$ cat src/hw/swct_cfg.svh
// Constants of the suspend, wake and clock timer block.
// Assumes a 20 MHz system clock; included by its bare name.
`ifndef SWCT_CFG_SVH
`define SWCT_CFG_SVH

// ----------------------------------------------------------------------
// Timing
// ----------------------------------------------------------------------
`define SWCT_CLK_NS 50
`define SWCT_RESTART_NS 2000
`define SWCT_RESTART_CYC (`SWCT_RESTART_NS / `SWCT_CLK_NS)
`define SWCT_SYNC_CYC 3
`define SWCT_INT_TMO_NS 8000
`define SWCT_INT_TMO_CYC ((`SWCT_INT_TMO_NS + `SWCT_CLK_NS - 1) / `SWCT_CLK_NS)
`define SWCT_EXT_SHORT_NS 128000
`define SWCT_EXT_SHORT_CYC ((`SWCT_EXT_SHORT_NS + `SWCT_CLK_NS - 1) / `SWCT_CLK_NS)
`define SWCT_EXT_LONG_NS 4000000
`define SWCT_EXT_LONG_CYC ((`SWCT_EXT_LONG_NS + `SWCT_CLK_NS - 1) / `SWCT_CLK_NS)
`define SWCT_WAKE_BASE_CYC 1000

// ----------------------------------------------------------------------
// Register offsets
// ----------------------------------------------------------------------
`define SWCT_ADDR_CLKCFG 8'h00
`define SWCT_ADDR_PSC 8'h01
`define SWCT_ADDR_MASK 8'h02
`define SWCT_ADDR_STAT 8'h03

// ----------------------------------------------------------------------
// Field positions and reset values
// ----------------------------------------------------------------------
`define SWCT_CFG_EXT_BIT 0
`define SWCT_CFG_ADJ_LSB 4
`define SWCT_CFG_LONG_BIT 7
`define SWCT_PSC_RUN_BIT 0
`define SWCT_PSC_SUSP_BIT 3
`define SWCT_EV_WAKE_BIT 0
`define SWCT_EV_RESUME_BIT 1
`define SWCT_RUN_RST 1'b1

`endif

$ cat src/hw/swct_pkg.sv
// Types of the suspend, wake and clock timer block.
// Assumes nothing beyond a SystemVerilog compiler.
package swct_pkg;

   // ----------------------------------------------------------------------
   // Widths
   // ----------------------------------------------------------------------
   localparam int SWCT_CNT_W = 17;
   localparam int SWCT_TMR_W = 24;

   // ----------------------------------------------------------------------
   // Wake sequencer states, one-hot
   // ----------------------------------------------------------------------
   typedef enum logic [5:0] {
      SWCT_RUN       = 6'h01,
      SWCT_SUSP      = 6'h02,
      SWCT_INT_START = 6'h04,
      SWCT_INT_TMO   = 6'h08,
      SWCT_EXT_STAB  = 6'h10,
      SWCT_EXT_DLY   = 6'h20
   } swct_state_t;

   // All state of the top module except the h_dly check counter
   typedef struct packed {
      swct_state_t state;
      logic [SWCT_CNT_W-1:0] cnt;
      logic ext_sel;
      logic [2:0] adj;
      logic dly_long;
      logic run;
      logic [1:0] mask;
      logic [1:0] stat;
      logic ext_active;
      logic wake_ext;
      logic int_clk;
      logic ext_osc;
      logic [7:0] rdata;
      logic wake_m;
      logic wake_s;
      logic stab_m;
      logic stab_s;
   } swct_regs_t;

   // All state of the wake-up timer
   typedef struct packed {
      logic [SWCT_TMR_W-1:0] cnt;
      logic expire;
   } swct_tmr_t;

endpackage : swct_pkg

$ cat src/hw/swct_top.sv
// Suspend entry, wake-up clock sequencing and wake-up timer control.
// Assumes a 20 MHz clock, a plain register port from the processor,
// and asynchronous wake and oscillator-stable levels from outside.
//
// Local design decisions: the address map and the plain strobed port.
`include "swct_cfg.svh"

// Behaviour
// RL1 - Select clear at suspend: wake on internal clock
// RL2 - Writing suspend bit enters suspend
// RL3 - Internal clock restarts within 2 us
// RL4 - Internal wake waits 8 us before execution
// RL5 - Late external select halts, stabilises, then delays
// RL6 - Firmware keeps external select set at suspend
// RL7 - External wake starts oscillator, waits stable
// RL8 - Then 128 us or 4 ms delay
// RL9 - Wake timer runs only while enabled
// RL10 - Timer ignores suspend and global enable
// RL11 - Timer interrupts every period while enabled
// RL12 - Disabling timer resets its count
// RL13 - Adjust field bits 6:4, cleared by reset
// RL14 - Period is two to adjust times base
// RL15 - Firmware may calibrate against millisecond tick
// RL16 - Run bit must be set to resume
// RL17 - Timer expiry sets pending wake flag
module swct_top #(
   parameter int LONG_DLY_CYC = `SWCT_EXT_LONG_CYC,
   parameter int WAKE_BASE_CYC = `SWCT_WAKE_BASE_CYC
) (
   input wire logic clk_i,
   input wire logic rst_i,
   input wire logic [7:0] addr_i,
   input wire logic [7:0] wdata_i,
   input wire logic wr_i,
   input wire logic rd_i,
   output logic [7:0] rdata_o,
   input wire logic wake_event_i,
   input wire logic ext_stable_i,
   output logic cpu_run_o,
   output logic suspend_o,
   output logic int_clk_en_o,
   output logic ext_osc_en_o,
   output logic ext_clk_sel_o,
   output logic irq_o
);

   localparam int CW = swct_pkg::SWCT_CNT_W;
   localparam logic [CW-1:0] ONE_C = 17'h00001;
   localparam logic [CW-1:0] RESTART_C = CW'(`SWCT_RESTART_CYC);
   localparam logic [CW-1:0] SYNC_C = CW'(`SWCT_SYNC_CYC);
   localparam logic [CW-1:0] INT_TMO_C = CW'(`SWCT_INT_TMO_CYC);
   localparam logic [CW-1:0] SHORT_C = CW'(`SWCT_EXT_SHORT_CYC);
   localparam logic [CW-1:0] LONG_C = CW'(LONG_DLY_CYC);

   swct_pkg::swct_regs_t s_q;
   swct_pkg::swct_regs_t s_d;
   logic tmr_expire;
   logic wake_req;
   logic [1:0] ev;

   // ----------------------------------------------------------------------
   // Wake-up timer
   // ----------------------------------------------------------------------
   // Gated by its own enable alone, not by suspend or global enable
   swct_wake_timer #(
      .BASE_CYC(WAKE_BASE_CYC)
   ) swct_wake_timer_i (
      .clk_i(clk_i),
      .rst_i(rst_i),
      .en_i(s_q.mask[`SWCT_EV_WAKE_BIT]), // RL10
      .adj_i(s_q.adj),
      .expire_o(tmr_expire)
   );

   // ----------------------------------------------------------------------
   // Wake conditions and events
   // ----------------------------------------------------------------------
   // Pin wake or an enabled pending timer wake, only with run set
   assign wake_req = (s_q.wake_s
      | (s_q.stat[`SWCT_EV_WAKE_BIT] & s_q.mask[`SWCT_EV_WAKE_BIT])) & s_q.run; // RL16

   // ----------------------------------------------------------------------
   // Next-state logic
   // ----------------------------------------------------------------------
   always_comb begin
      s_d = s_q;
      ev = 2'h0;
      s_d.rdata = 8'h00;
      // Two-stage synchronisers
      s_d.wake_m = wake_event_i;
      s_d.wake_s = s_q.wake_m;
      s_d.stab_m = ext_stable_i;
      s_d.stab_s = s_q.stab_m;
      ev[`SWCT_EV_WAKE_BIT] = tmr_expire; // RL17
      if (s_q.cnt != '0) begin
         s_d.cnt = s_q.cnt - ONE_C;
      end

      // Register writes
      if (wr_i) begin
         case (addr_i)
            `SWCT_ADDR_CLKCFG: begin
               s_d.ext_sel = wdata_i[`SWCT_CFG_EXT_BIT];
               s_d.adj = wdata_i[`SWCT_CFG_ADJ_LSB +: 3]; // RL13
               s_d.dly_long = wdata_i[`SWCT_CFG_LONG_BIT];
               // Switch to external clock while running internal
               if (s_q.state == swct_pkg::SWCT_RUN && !s_q.ext_active
                  && !s_q.ext_sel && wdata_i[`SWCT_CFG_EXT_BIT]) begin
                  s_d.state = swct_pkg::SWCT_EXT_STAB; // RL5
               end
            end
            `SWCT_ADDR_PSC: begin
               s_d.run = wdata_i[`SWCT_PSC_RUN_BIT];
               if (s_q.state == swct_pkg::SWCT_RUN && wdata_i[`SWCT_PSC_SUSP_BIT]) begin
                  s_d.state = swct_pkg::SWCT_SUSP; // RL2
                  s_d.wake_ext = s_q.ext_sel;
               end
            end
            `SWCT_ADDR_MASK: begin
               s_d.mask = wdata_i[1:0];
            end
            default: begin
               s_d.mask = s_q.mask;
            end
         endcase
      end

      // Register reads, data in the next cycle
      if (rd_i) begin
         case (addr_i)
            `SWCT_ADDR_CLKCFG: begin
               s_d.rdata = {s_q.dly_long, s_q.adj, 3'h0, s_q.ext_sel};
            end
            `SWCT_ADDR_PSC: begin
               s_d.rdata = {4'h0, s_q.state == swct_pkg::SWCT_SUSP, 2'h0, s_q.run};
            end
            `SWCT_ADDR_MASK: begin
               s_d.rdata = {6'h00, s_q.mask};
            end
            `SWCT_ADDR_STAT: begin
               s_d.rdata = {6'h00, s_q.stat};
               s_d.stat = 2'h0;
            end
            default: begin
               s_d.rdata = 8'h00;
            end
         endcase
      end

      // Wake sequencer
      case (s_q.state)
         swct_pkg::SWCT_RUN: begin
            s_d.cnt = '0;
         end
         swct_pkg::SWCT_SUSP: begin
            if (wake_req) begin
               if (s_q.wake_ext) begin
                  s_d.state = swct_pkg::SWCT_EXT_STAB; // RL7
               end else begin
                  s_d.state = swct_pkg::SWCT_INT_START; // RL1
                  s_d.ext_active = 1'b0;
                  s_d.cnt = RESTART_C - SYNC_C - ONE_C; // Pin sync latency inside 2 us
               end
            end
         end
         swct_pkg::SWCT_INT_START: begin
            if (s_q.cnt == '0) begin
               s_d.state = swct_pkg::SWCT_INT_TMO; // RL3
               s_d.cnt = INT_TMO_C - ONE_C;
            end
         end
         swct_pkg::SWCT_INT_TMO: begin
            if (s_q.cnt == '0) begin
               s_d.state = swct_pkg::SWCT_RUN; // RL4
               ev[`SWCT_EV_RESUME_BIT] = 1'b1;
            end
         end
         swct_pkg::SWCT_EXT_STAB: begin
            if (s_q.stab_s) begin
               s_d.state = swct_pkg::SWCT_EXT_DLY;
               s_d.cnt = (s_q.dly_long ? LONG_C : SHORT_C) - ONE_C; // RL8
            end
         end
         swct_pkg::SWCT_EXT_DLY: begin
            if (s_q.cnt == '0) begin
               s_d.state = swct_pkg::SWCT_RUN; // RL8
               s_d.ext_active = 1'b1;
               ev[`SWCT_EV_RESUME_BIT] = 1'b1;
            end
         end
         default: begin
            s_d.state = swct_pkg::SWCT_RUN;
         end
      endcase

      // Clock enables follow the next state
      s_d.int_clk = (s_d.state == swct_pkg::SWCT_INT_TMO)
         || (s_d.state == swct_pkg::SWCT_RUN && !s_d.ext_active);
      s_d.ext_osc = (s_d.state == swct_pkg::SWCT_EXT_STAB) // RL7
         || (s_d.state == swct_pkg::SWCT_EXT_DLY)
         || (s_d.state == swct_pkg::SWCT_RUN && s_d.ext_active);

      // Sticky events, a set beats a read clear
      s_d.stat = s_d.stat | ev;
   end

   // ----------------------------------------------------------------------
   // State register
   // ----------------------------------------------------------------------
   always_ff @(posedge clk_i or posedge rst_i) begin
      if (rst_i) begin
         s_q <= '0; // RL13
         s_q.state <= swct_pkg::SWCT_RUN;
         s_q.run <= `SWCT_RUN_RST;
         s_q.int_clk <= 1'b1;
      end else begin
         s_q <= s_d;
      end
   end

   // ----------------------------------------------------------------------
   // Outputs
   // ----------------------------------------------------------------------
   assign rdata_o = s_q.rdata;
   assign cpu_run_o = (s_q.state == swct_pkg::SWCT_RUN);
   assign suspend_o = (s_q.state == swct_pkg::SWCT_SUSP);
   assign int_clk_en_o = s_q.int_clk;
   assign ext_osc_en_o = s_q.ext_osc;
   assign ext_clk_sel_o = s_q.ext_active;
   assign irq_o = |(s_q.stat & s_q.mask);

   // ----------------------------------------------------------------------
   // Checks
   // ----------------------------------------------------------------------
   logic [CW-1:0] h_dly;

   // Cycles spent in the external delay state
   always_ff @(posedge clk_i or posedge rst_i) begin
      if (rst_i) begin
         h_dly <= '0;
      end else if (s_q.state == swct_pkg::SWCT_EXT_DLY) begin
         h_dly <= h_dly + ONE_C;
      end else begin
         h_dly <= '0;
      end
   end

   a_internal_wake: assert property ( // RL1
      @(posedge clk_i) disable iff (rst_i)
      suspend_o && wake_req && !s_q.wake_ext
      |=> s_q.state == swct_pkg::SWCT_INT_START && !ext_clk_sel_o)
      else $error("internal wake path not taken");

   a_suspend_entry: assert property ( // RL2
      @(posedge clk_i) disable iff (rst_i)
      wr_i && addr_i == `SWCT_ADDR_PSC && wdata_i[`SWCT_PSC_SUSP_BIT] && cpu_run_o
      |=> suspend_o && !cpu_run_o)
      else $error("suspend not entered");

   a_restart_bound: assert property ( // RL3
      @(posedge clk_i) disable iff (rst_i)
      $rose(s_q.state == swct_pkg::SWCT_INT_START) |-> ##[1:40] int_clk_en_o)
      else $error("internal clock restart too late");

   a_internal_tmo: assert property ( // RL4
      @(posedge clk_i) disable iff (rst_i)
      $rose(s_q.state == swct_pkg::SWCT_INT_TMO)
      |-> ##159 !cpu_run_o ##1 cpu_run_o)
      else $error("internal wake time-out wrong");

   a_switch_halt: assert property ( // RL5
      @(posedge clk_i) disable iff (rst_i)
      wr_i && addr_i == `SWCT_ADDR_CLKCFG && wdata_i[`SWCT_CFG_EXT_BIT]
      && cpu_run_o && !ext_clk_sel_o && !s_q.ext_sel
      |=> !int_clk_en_o && !cpu_run_o && ext_osc_en_o)
      else $error("clock switch did not halt internal clock");

   a_stab_wait: assert property ( // RL7
      @(posedge clk_i) disable iff (rst_i)
      s_q.state == swct_pkg::SWCT_EXT_STAB && !s_q.stab_s
      |=> s_q.state == swct_pkg::SWCT_EXT_STAB && ext_osc_en_o)
      else $error("left stabilisation before stable");

   a_ext_delay: assert property ( // RL8
      @(posedge clk_i) disable iff (rst_i)
      $past(s_q.state) == swct_pkg::SWCT_EXT_DLY && cpu_run_o
      |-> h_dly == (s_q.dly_long ? LONG_C : SHORT_C))
      else $error("external resume delay wrong");

   a_expiry_pending: assert property ( // RL17
      @(posedge clk_i) disable iff (rst_i)
      tmr_expire |=> s_q.stat[`SWCT_EV_WAKE_BIT])
      else $error("timer expiry not recorded");

   a_internal_kept: assert property ( // RL1
      @(posedge clk_i) disable iff (rst_i)
      cpu_run_o && !ext_clk_sel_o |-> int_clk_en_o && !ext_osc_en_o)
      else $error("internal clock lost while running");

   a_external_kept: assert property ( // RL8
      @(posedge clk_i) disable iff (rst_i)
      cpu_run_o && ext_clk_sel_o |-> ext_osc_en_o && !int_clk_en_o)
      else $error("external clock lost while running");

   a_run_gate: assert property ( // RL16
      @(posedge clk_i) disable iff (rst_i)
      suspend_o && !s_q.run |=> suspend_o)
      else $error("resumed with run bit clear");

endmodule : swct_top

$ cat src/hw/swct_wake_timer.sv
// Periodic wake-up timer with power-of-two period adjust.
// Assumes enable and adjust come from registers on the same clock.
`include "swct_cfg.svh"
module swct_wake_timer #(
   parameter int BASE_CYC = `SWCT_WAKE_BASE_CYC
) (
   input wire logic clk_i,
   input wire logic rst_i,
   input wire logic en_i,
   input wire logic [2:0] adj_i,
   output logic expire_o
);

   swct_pkg::swct_tmr_t s_q;
   swct_pkg::swct_tmr_t s_d;
   logic [swct_pkg::SWCT_TMR_W-1:0] limit;

   // ----------------------------------------------------------------------
   // Period counter
   // ----------------------------------------------------------------------
   // Period is base times two to the adjust code
   assign limit = (swct_pkg::SWCT_TMR_W'(BASE_CYC) << adj_i) - 24'h000001; // RL14

   // Count while enabled, clear when disabled
   always_comb begin
      s_d = s_q;
      s_d.expire = 1'b0;
      if (!en_i) begin
         s_d.cnt = '0; // RL9 RL12
      end else if (s_q.cnt >= limit) begin
         s_d.cnt = '0;
         s_d.expire = 1'b1; // RL11
      end else begin
         s_d.cnt = s_q.cnt + 24'h000001;
      end
   end

   // State register
   always_ff @(posedge clk_i or posedge rst_i) begin
      if (rst_i) begin
         s_q <= '0;
      end else begin
         s_q <= s_d;
      end
   end

   assign expire_o = s_q.expire;

   // ----------------------------------------------------------------------
   // Checks
   // ----------------------------------------------------------------------
   a_timer_gated_off: assert property ( // RL9
      @(posedge clk_i) disable iff (rst_i)
      !en_i |=> (s_q.cnt == '0) && !s_q.expire)
      else $error("wake timer ran while disabled");

   a_timer_full_period: assert property ( // RL11
      @(posedge clk_i) disable iff (rst_i)
      $rose(en_i) && (adj_i == 3'h0) && (BASE_CYC == 2)
      ##1 (en_i && adj_i == 3'h0) [*2] |-> s_q.expire)
      else $error("wake timer period wrong");

   a_expire_at_limit: assert property ( // RL14
      @(posedge clk_i) disable iff (rst_i)
      s_q.expire |-> (s_q.cnt == '0) && ($past(s_q.cnt) >= $past(limit)))
      else $error("wake timer expired early");

endmodule : swct_wake_timer

$ cat config.mk
export PLATFORM = sky130hd
export DESIGN_NAME = swct_top
export DESIGN_NICKNAME = d
export VERILOG_FILES = /design/src/hw/swct_pkg.sv /design/src/hw/swct_top.sv /design/src/hw/swct_wake_timer.sv
export VERILOG_INCLUDE_DIRS = /design/src /design/src/hw
export SDC_FILE = /design/constraint.sdc
export NUM_CORES = 1
export LEC_CHECK = 0
export ABC_AREA = 1
export BUFFER_PORTS_ARGS = -buffer_cell sky130_fd_sc_hd__buf_2
export CAP_MARGIN = 20
export CORE_UTILIZATION = 49
export CTS_CLUSTER_DIAMETER = 200
export CTS_CLUSTER_SIZE = 28
export DETAILED_ROUTE_END_ITERATION = 10
export GPL_ROUTABILITY_DRIVEN = 1
export PLACE_DENSITY = 0.66
export SYNTH_ARGS = -nofsm -noshare
export SYNTH_HDL_FRONTEND = slang
export SYNTH_SLANG_ARGS = --single-unit
$ cat constraint.sdc
create_clock -name clk_i -period 4.3 [get_ports clk_i]
set_clock_uncertainty 0.2 [all_clocks]
set_input_delay 0.86 -clock clk_i [delete_from_list [all_inputs] [get_ports clk_i]]
set_output_delay 0.86 -clock clk_i [all_outputs]
set_load 0.05 [all_outputs]
; ---- Yosys cells after proc, flatten, opt, wreduce, memory -nomap -nowiden
; Index checks and enable logic that the tools add are counted.
[word_totals]
ff_bits = 74
inputBits = 22
wordCells = 92
[classes]
shifts = 1
reduce_logical = 21
add_sub_neg = 4
bitwise = 5
n_eq_ne = 13
muxes = 28
n_lt_le_gt_ge = 1
[ops]
columns = operator, count
row1 = $mux 23, 3
row2 = $pmux 17 s4, 1
row3 = $mux 17, 3
row4 = $mux 24, 2
row5 = $sub 17x1->17 const B, 2
row6 = $pmux 8 s4, 1
row7 = $pmux 6 s5, 1
row8 = $add 24x1->24 const B, 1
row9 = $ge 24x24->1, 1
row10 = $mux 6, 4
row11 = $shl 10x3->24 const A, 1
row12 = $sub 24x1->24 const B, 1
row13 = $logic_not 17->1, 1
row14 = $reduce_bool 17->1, 1
row15 = $eq 8x2->1 const B, 2
row16 = $eq 6x1->1 const B, 2
row17 = $eq 6x4->1 const B, 2
row18 = $eq 6x5->1 const B, 2
row19 = $eq 6x6->1 const B, 2
row20 = $pmux 6 s2, 1
row21 = $eq 8x1->1 const B, 1
row22 = $logic_not 8->1, 1
row23 = $mux 8, 1
row24 = $mux 1, 7
row25 = 15 further kinds, 29

; ---- Longest topological paths before layout
[logic_depth]
word_depth = 12
depth_mapped = 17
depth_no_buf = 17

; ---- Cells and area by module
; A second synthesis with hierarchy kept.
[hier_totals]
hier_cells = 593
area_unflattened_um2 = 4520.6
[by_module_without_submodules]
columns = mod, area_per_inst_um2, cells_per_inst, n_inst
row1 = swct_top, 2736.4, 370, 1
row2 = swct_wake_timer, 1784.2, 223, 1

; ---- Least setup slack after synthesis
; No wires, ideal clock.
[synth_path]
path_type = register to register
from = register s_q[24] in the netlist's numbering
to = register swct_wake_timer_i.s_q[23] in the netlist's numbering
arrival_time_ps = 2309
stages_incl_launch_ff = 17
slack_ps = 1670
period_less_slack_ps = 2630
path_cell_list = dfrtp_1 > clkbuf_1 > inv_1 > nand3_1 > ha_1 > inv_1 > nor2_1 > xnor2_1 > ha_1 > a21oi_1 > o21ai_0 > nand2_1 > a21oi_1 > nor2_1 > nand2_1 > buf_2 > nor2_1
[synth_lines]
columns = item, line_no
row1 = start: declaration, swct_top.sv:55  ; swct_pkg::swct_regs_t s_q;
row2 = end signal: assignment, swct_wake_timer.sv:41  ; s_q <= '0;
row3 = end signal: assignment, swct_wake_timer.sv:43  ; s_q <= s_d;
row4 = end: declaration, swct_wake_timer.sv:14  ; swct_pkg::swct_tmr_t s_q;

==> impl_metrics.yaml <==
run_status:
  outcome: "finished, final reports clean"
worst_setup_path:
  critPathKind: "reg -> reg"
  crit_chain: "inv_1 > nand2_1 > nor2_1 > inv_1 > ha_1 > inv_1 > nor2_1 > xnor2_1 > ha_1 > a21oi_1 > o21ai_0 > nand2_1 > a21oi_1 > nor2_1 > nand2_1 > nor2_1"
  worst_ep_required_time_ns: 4.30
  cp_top_family: "simple AND/OR/NAND/NOR gates"
  worstSetupStartpointType: "register"
  reg2regPathDepth: 16
  critPathMaxStageDelay_ns: 0.62
  cpMostUsedCell: "nor2_1"
  path_buf_inv: 3
  path_max_fanout: 25
  arrival_ns: 3.26
  endpoint_kind: "register"
  worst-path-stages: 16
  critPathSlowestCell: "nand2_1"
clock_tree:
  post-cts-setup-buffer-count: 0
  worstSkewPairLatency_ns: 0.34
  cts_made_buffers: 9
  clk_path_buf_depth: 2
  postCtsHoldBufs: 0
  cts_tree: "built"
  root_buffer: "clkbuf_8"
  cts_sinks: 73
  htree_levels: 3
  clk_pin_slew_ns: 0.08
  cts-resized-gates: 0
placement:
  dp_hpwl_um: 7970
  place_area_mm2: 0.00495
  port_buffers: 33
  pre_cts_ws_ns: 1.02
  gp_congestion: 0.903
synthesis:
  ys_types: 44
  ys_ff_latch: 73
  synth_edf_count: 0
  syn_area_per_cell_um2: 7.27
  syn-cell-area_mm2: 0.00470
  synthMuxAreaShare: 0.00479
  synth-compound-area-share: 0.0876
  netlist_instances: 646
  synthFlopType: "dfrtp_1"
  synth_adder_area_share: 0.0559
  synth_top_family_by_area: "simple AND/OR/NAND/NOR gates"
  yosys.area_share.simple: 0.347
  ys_seq_area_frac: 0.390
  yosysWarnings: 0
  synth_xor_area_frac: 0.0186
  async_reset_ff_frac: 1.00
floorplanning:
  rows: 35
  pin_count: 36
  dieHeight_um: 99.9
  die_w_um: 99.9
  start_util: 0.506
  fp.coreArea_mm2: 0.00928
  fp.dieArea_mm2: 0.00998
sta:
  worst-slew-pin-transition_ns: 0.852
  hold_ws_ns: 0.159
  slew_headroom: 0.431
  setup_tns_ns: 0
  max_freq_mhz: 306
  min_period_ns: 3.26
  grt_setup_unrepaired: "no"
  finalSetupViolations: 0
  hold_violations: 0
  min_period_over_period: 0.759
  timing.final.max_slew_violations: 0
  setup_ws_ns: 1.04
final_layout:
  num_antenna_cells: 0
  final_util: 0.556
  fill_cells: 896
  area_growth_pct: 9.99
  drive_gt1_frac: 0.137
  finalInstanceArea_mm2: 0.00517
  final_nets: 722
detailed_routing:
  detail-route-antenna-nets: 0
  firstDrtPassIters: 5
  vias: 4158
  via_per_inst: 5.11
  drt_wl_total_um: 10300
  drt_iter0_drc: 260
  wire_per_inst_um: 12.7
  drcViolationCount: 0
global_route:
  grt_antenna_before_repair: 0
  grt_pass1_vias: 3894
  gr-total-overflow: 0
  grtUsageTotal: 0.225
  grt_max_degree: 42
  grt_pass1_wl_um: 17800
power_and_ir_drop:
  peakVddDrop_v: 0.000212
  power.leakage_nw: 2.84
  power_density_mw_per_mm2: 396
job:
  drv_cap: 0
worst_hold_path:
  whs_path_depth: 0
  min_path_type: "reg -> reg"
-- worst paths after layout --
kind	to	slack [ns]	from
max	swct_wake_timer_i.s_q[24]	1.04	s_q[23]
min in group asynchronous	swct_wake_timer_i.s_q[2]	0.47	rst_i
min	s_q[0]	0.16	s_d[0]
max reg2reg	swct_wake_timer_i.s_q[24]	1.04	s_q[23]
min reg2reg	s_q[0]	0.16	s_d[0]
max in group asynchronous	s_q[43]	2.58	rst_i
-- synth_stat cells, types with 4 or more instances --
cell      count  area (um^2)
nand2_1     149          559
o211ai_1      4         30.0
nand3_1      48          240
o21ai_0      21          105
buf_4         8         60.1
inv_2         9         33.8
dfrtp_1      70         1750
inv_1        81          304
nor3_1       21          105
xor2_1        9         78.8
nand3b_1      4         30.0
nor2_1       99          372
o21bai_1      5         37.5
ha_1         21          263
buf_2         4         20.0
nand2_2       4         25.0
nand4_1      14         87.6
o21ai_1       7         35.0
nor2_4        6         67.6
a21oi_1      21          105
nor2_2        4         25.0
-- power by group --
part           leakage, nW  internal [W]  total (W)  switching, W
Combinational         1.76      0.000228   0.000681      0.000453
Sequential           0.967      0.000746   0.000790     0.0000433
Clock                0.105      0.000315   0.000574      0.000259
Total                 2.84       0.00129    0.00204      0.000756
-- through the flow --
stage | cells | power, W
after floorplan | 648 | 0.00135
after global placement | 797 | 0.00147
after detailed placement | 797 | 0.00149
after CTS | 813 | 0.00207
after global routing | 813 | 0.00220
final | 813 | 0.00204
-- cell usage in the layout, fill, tap and decap left out, drive strengths merged, types with 5 or more instances in the layout --
master,count
nand2,154
nor2,109
inv,90
dfrtp,70
nand3,52
buf,36
o21ai,28
a21oi,22
nor3,21
ha,21
nand4,16
clkbuf,12
xor2,9
o21bai,5
-- cell type report --
class                      count  area [um^2]  area share
clock buffer                  12          165      0.0320
inverter                      91          342      0.0661
sequential                    73         1830       0.354
tap                          129          161      0.0312
multi-input combinational    468         2430       0.470
timing repair buffer          36          188      0.0363
clock inverter                 4         50.0     0.00969
-- cell families after synthesis --
logic type | count (synthesis)
muxes | 2
buffers and inverters | 107
xor gates and xnor gates | 10
DFF | 73
other | 2
and+or+nand+nor | 360
adders and majority gates | 21
AOI/OAI and AO/OA | 71
-- flip-flops by register name (all words and copies together), names as in the netlist --
signal,flops
s_q,36
swct_wake_timer_i.s_q,24
rdata_o,7
s_d,2
ext_clk_sel_o,1
ext_osc_en_o,1
int_clk_en_o,1
swct_wake_timer_i.expire_o,1
-- per-layer routing --
| layer | global-route usage | vias to the layer above | part of all wire |
|---|---|---|---|
| met5 | 0 | - | 0 |
| met2 | 0.354 | 102 | 0.45 |
| met4 | 0.0577 | 0 | 0.012 |
| met1 | 0.315 | 1904 | 0.49 |
| met3 | 0.0467 | 12 | 0.048 |
| li1 | - | 2140 | - |
Note: power is estimated with default switching activity, not from simulation.
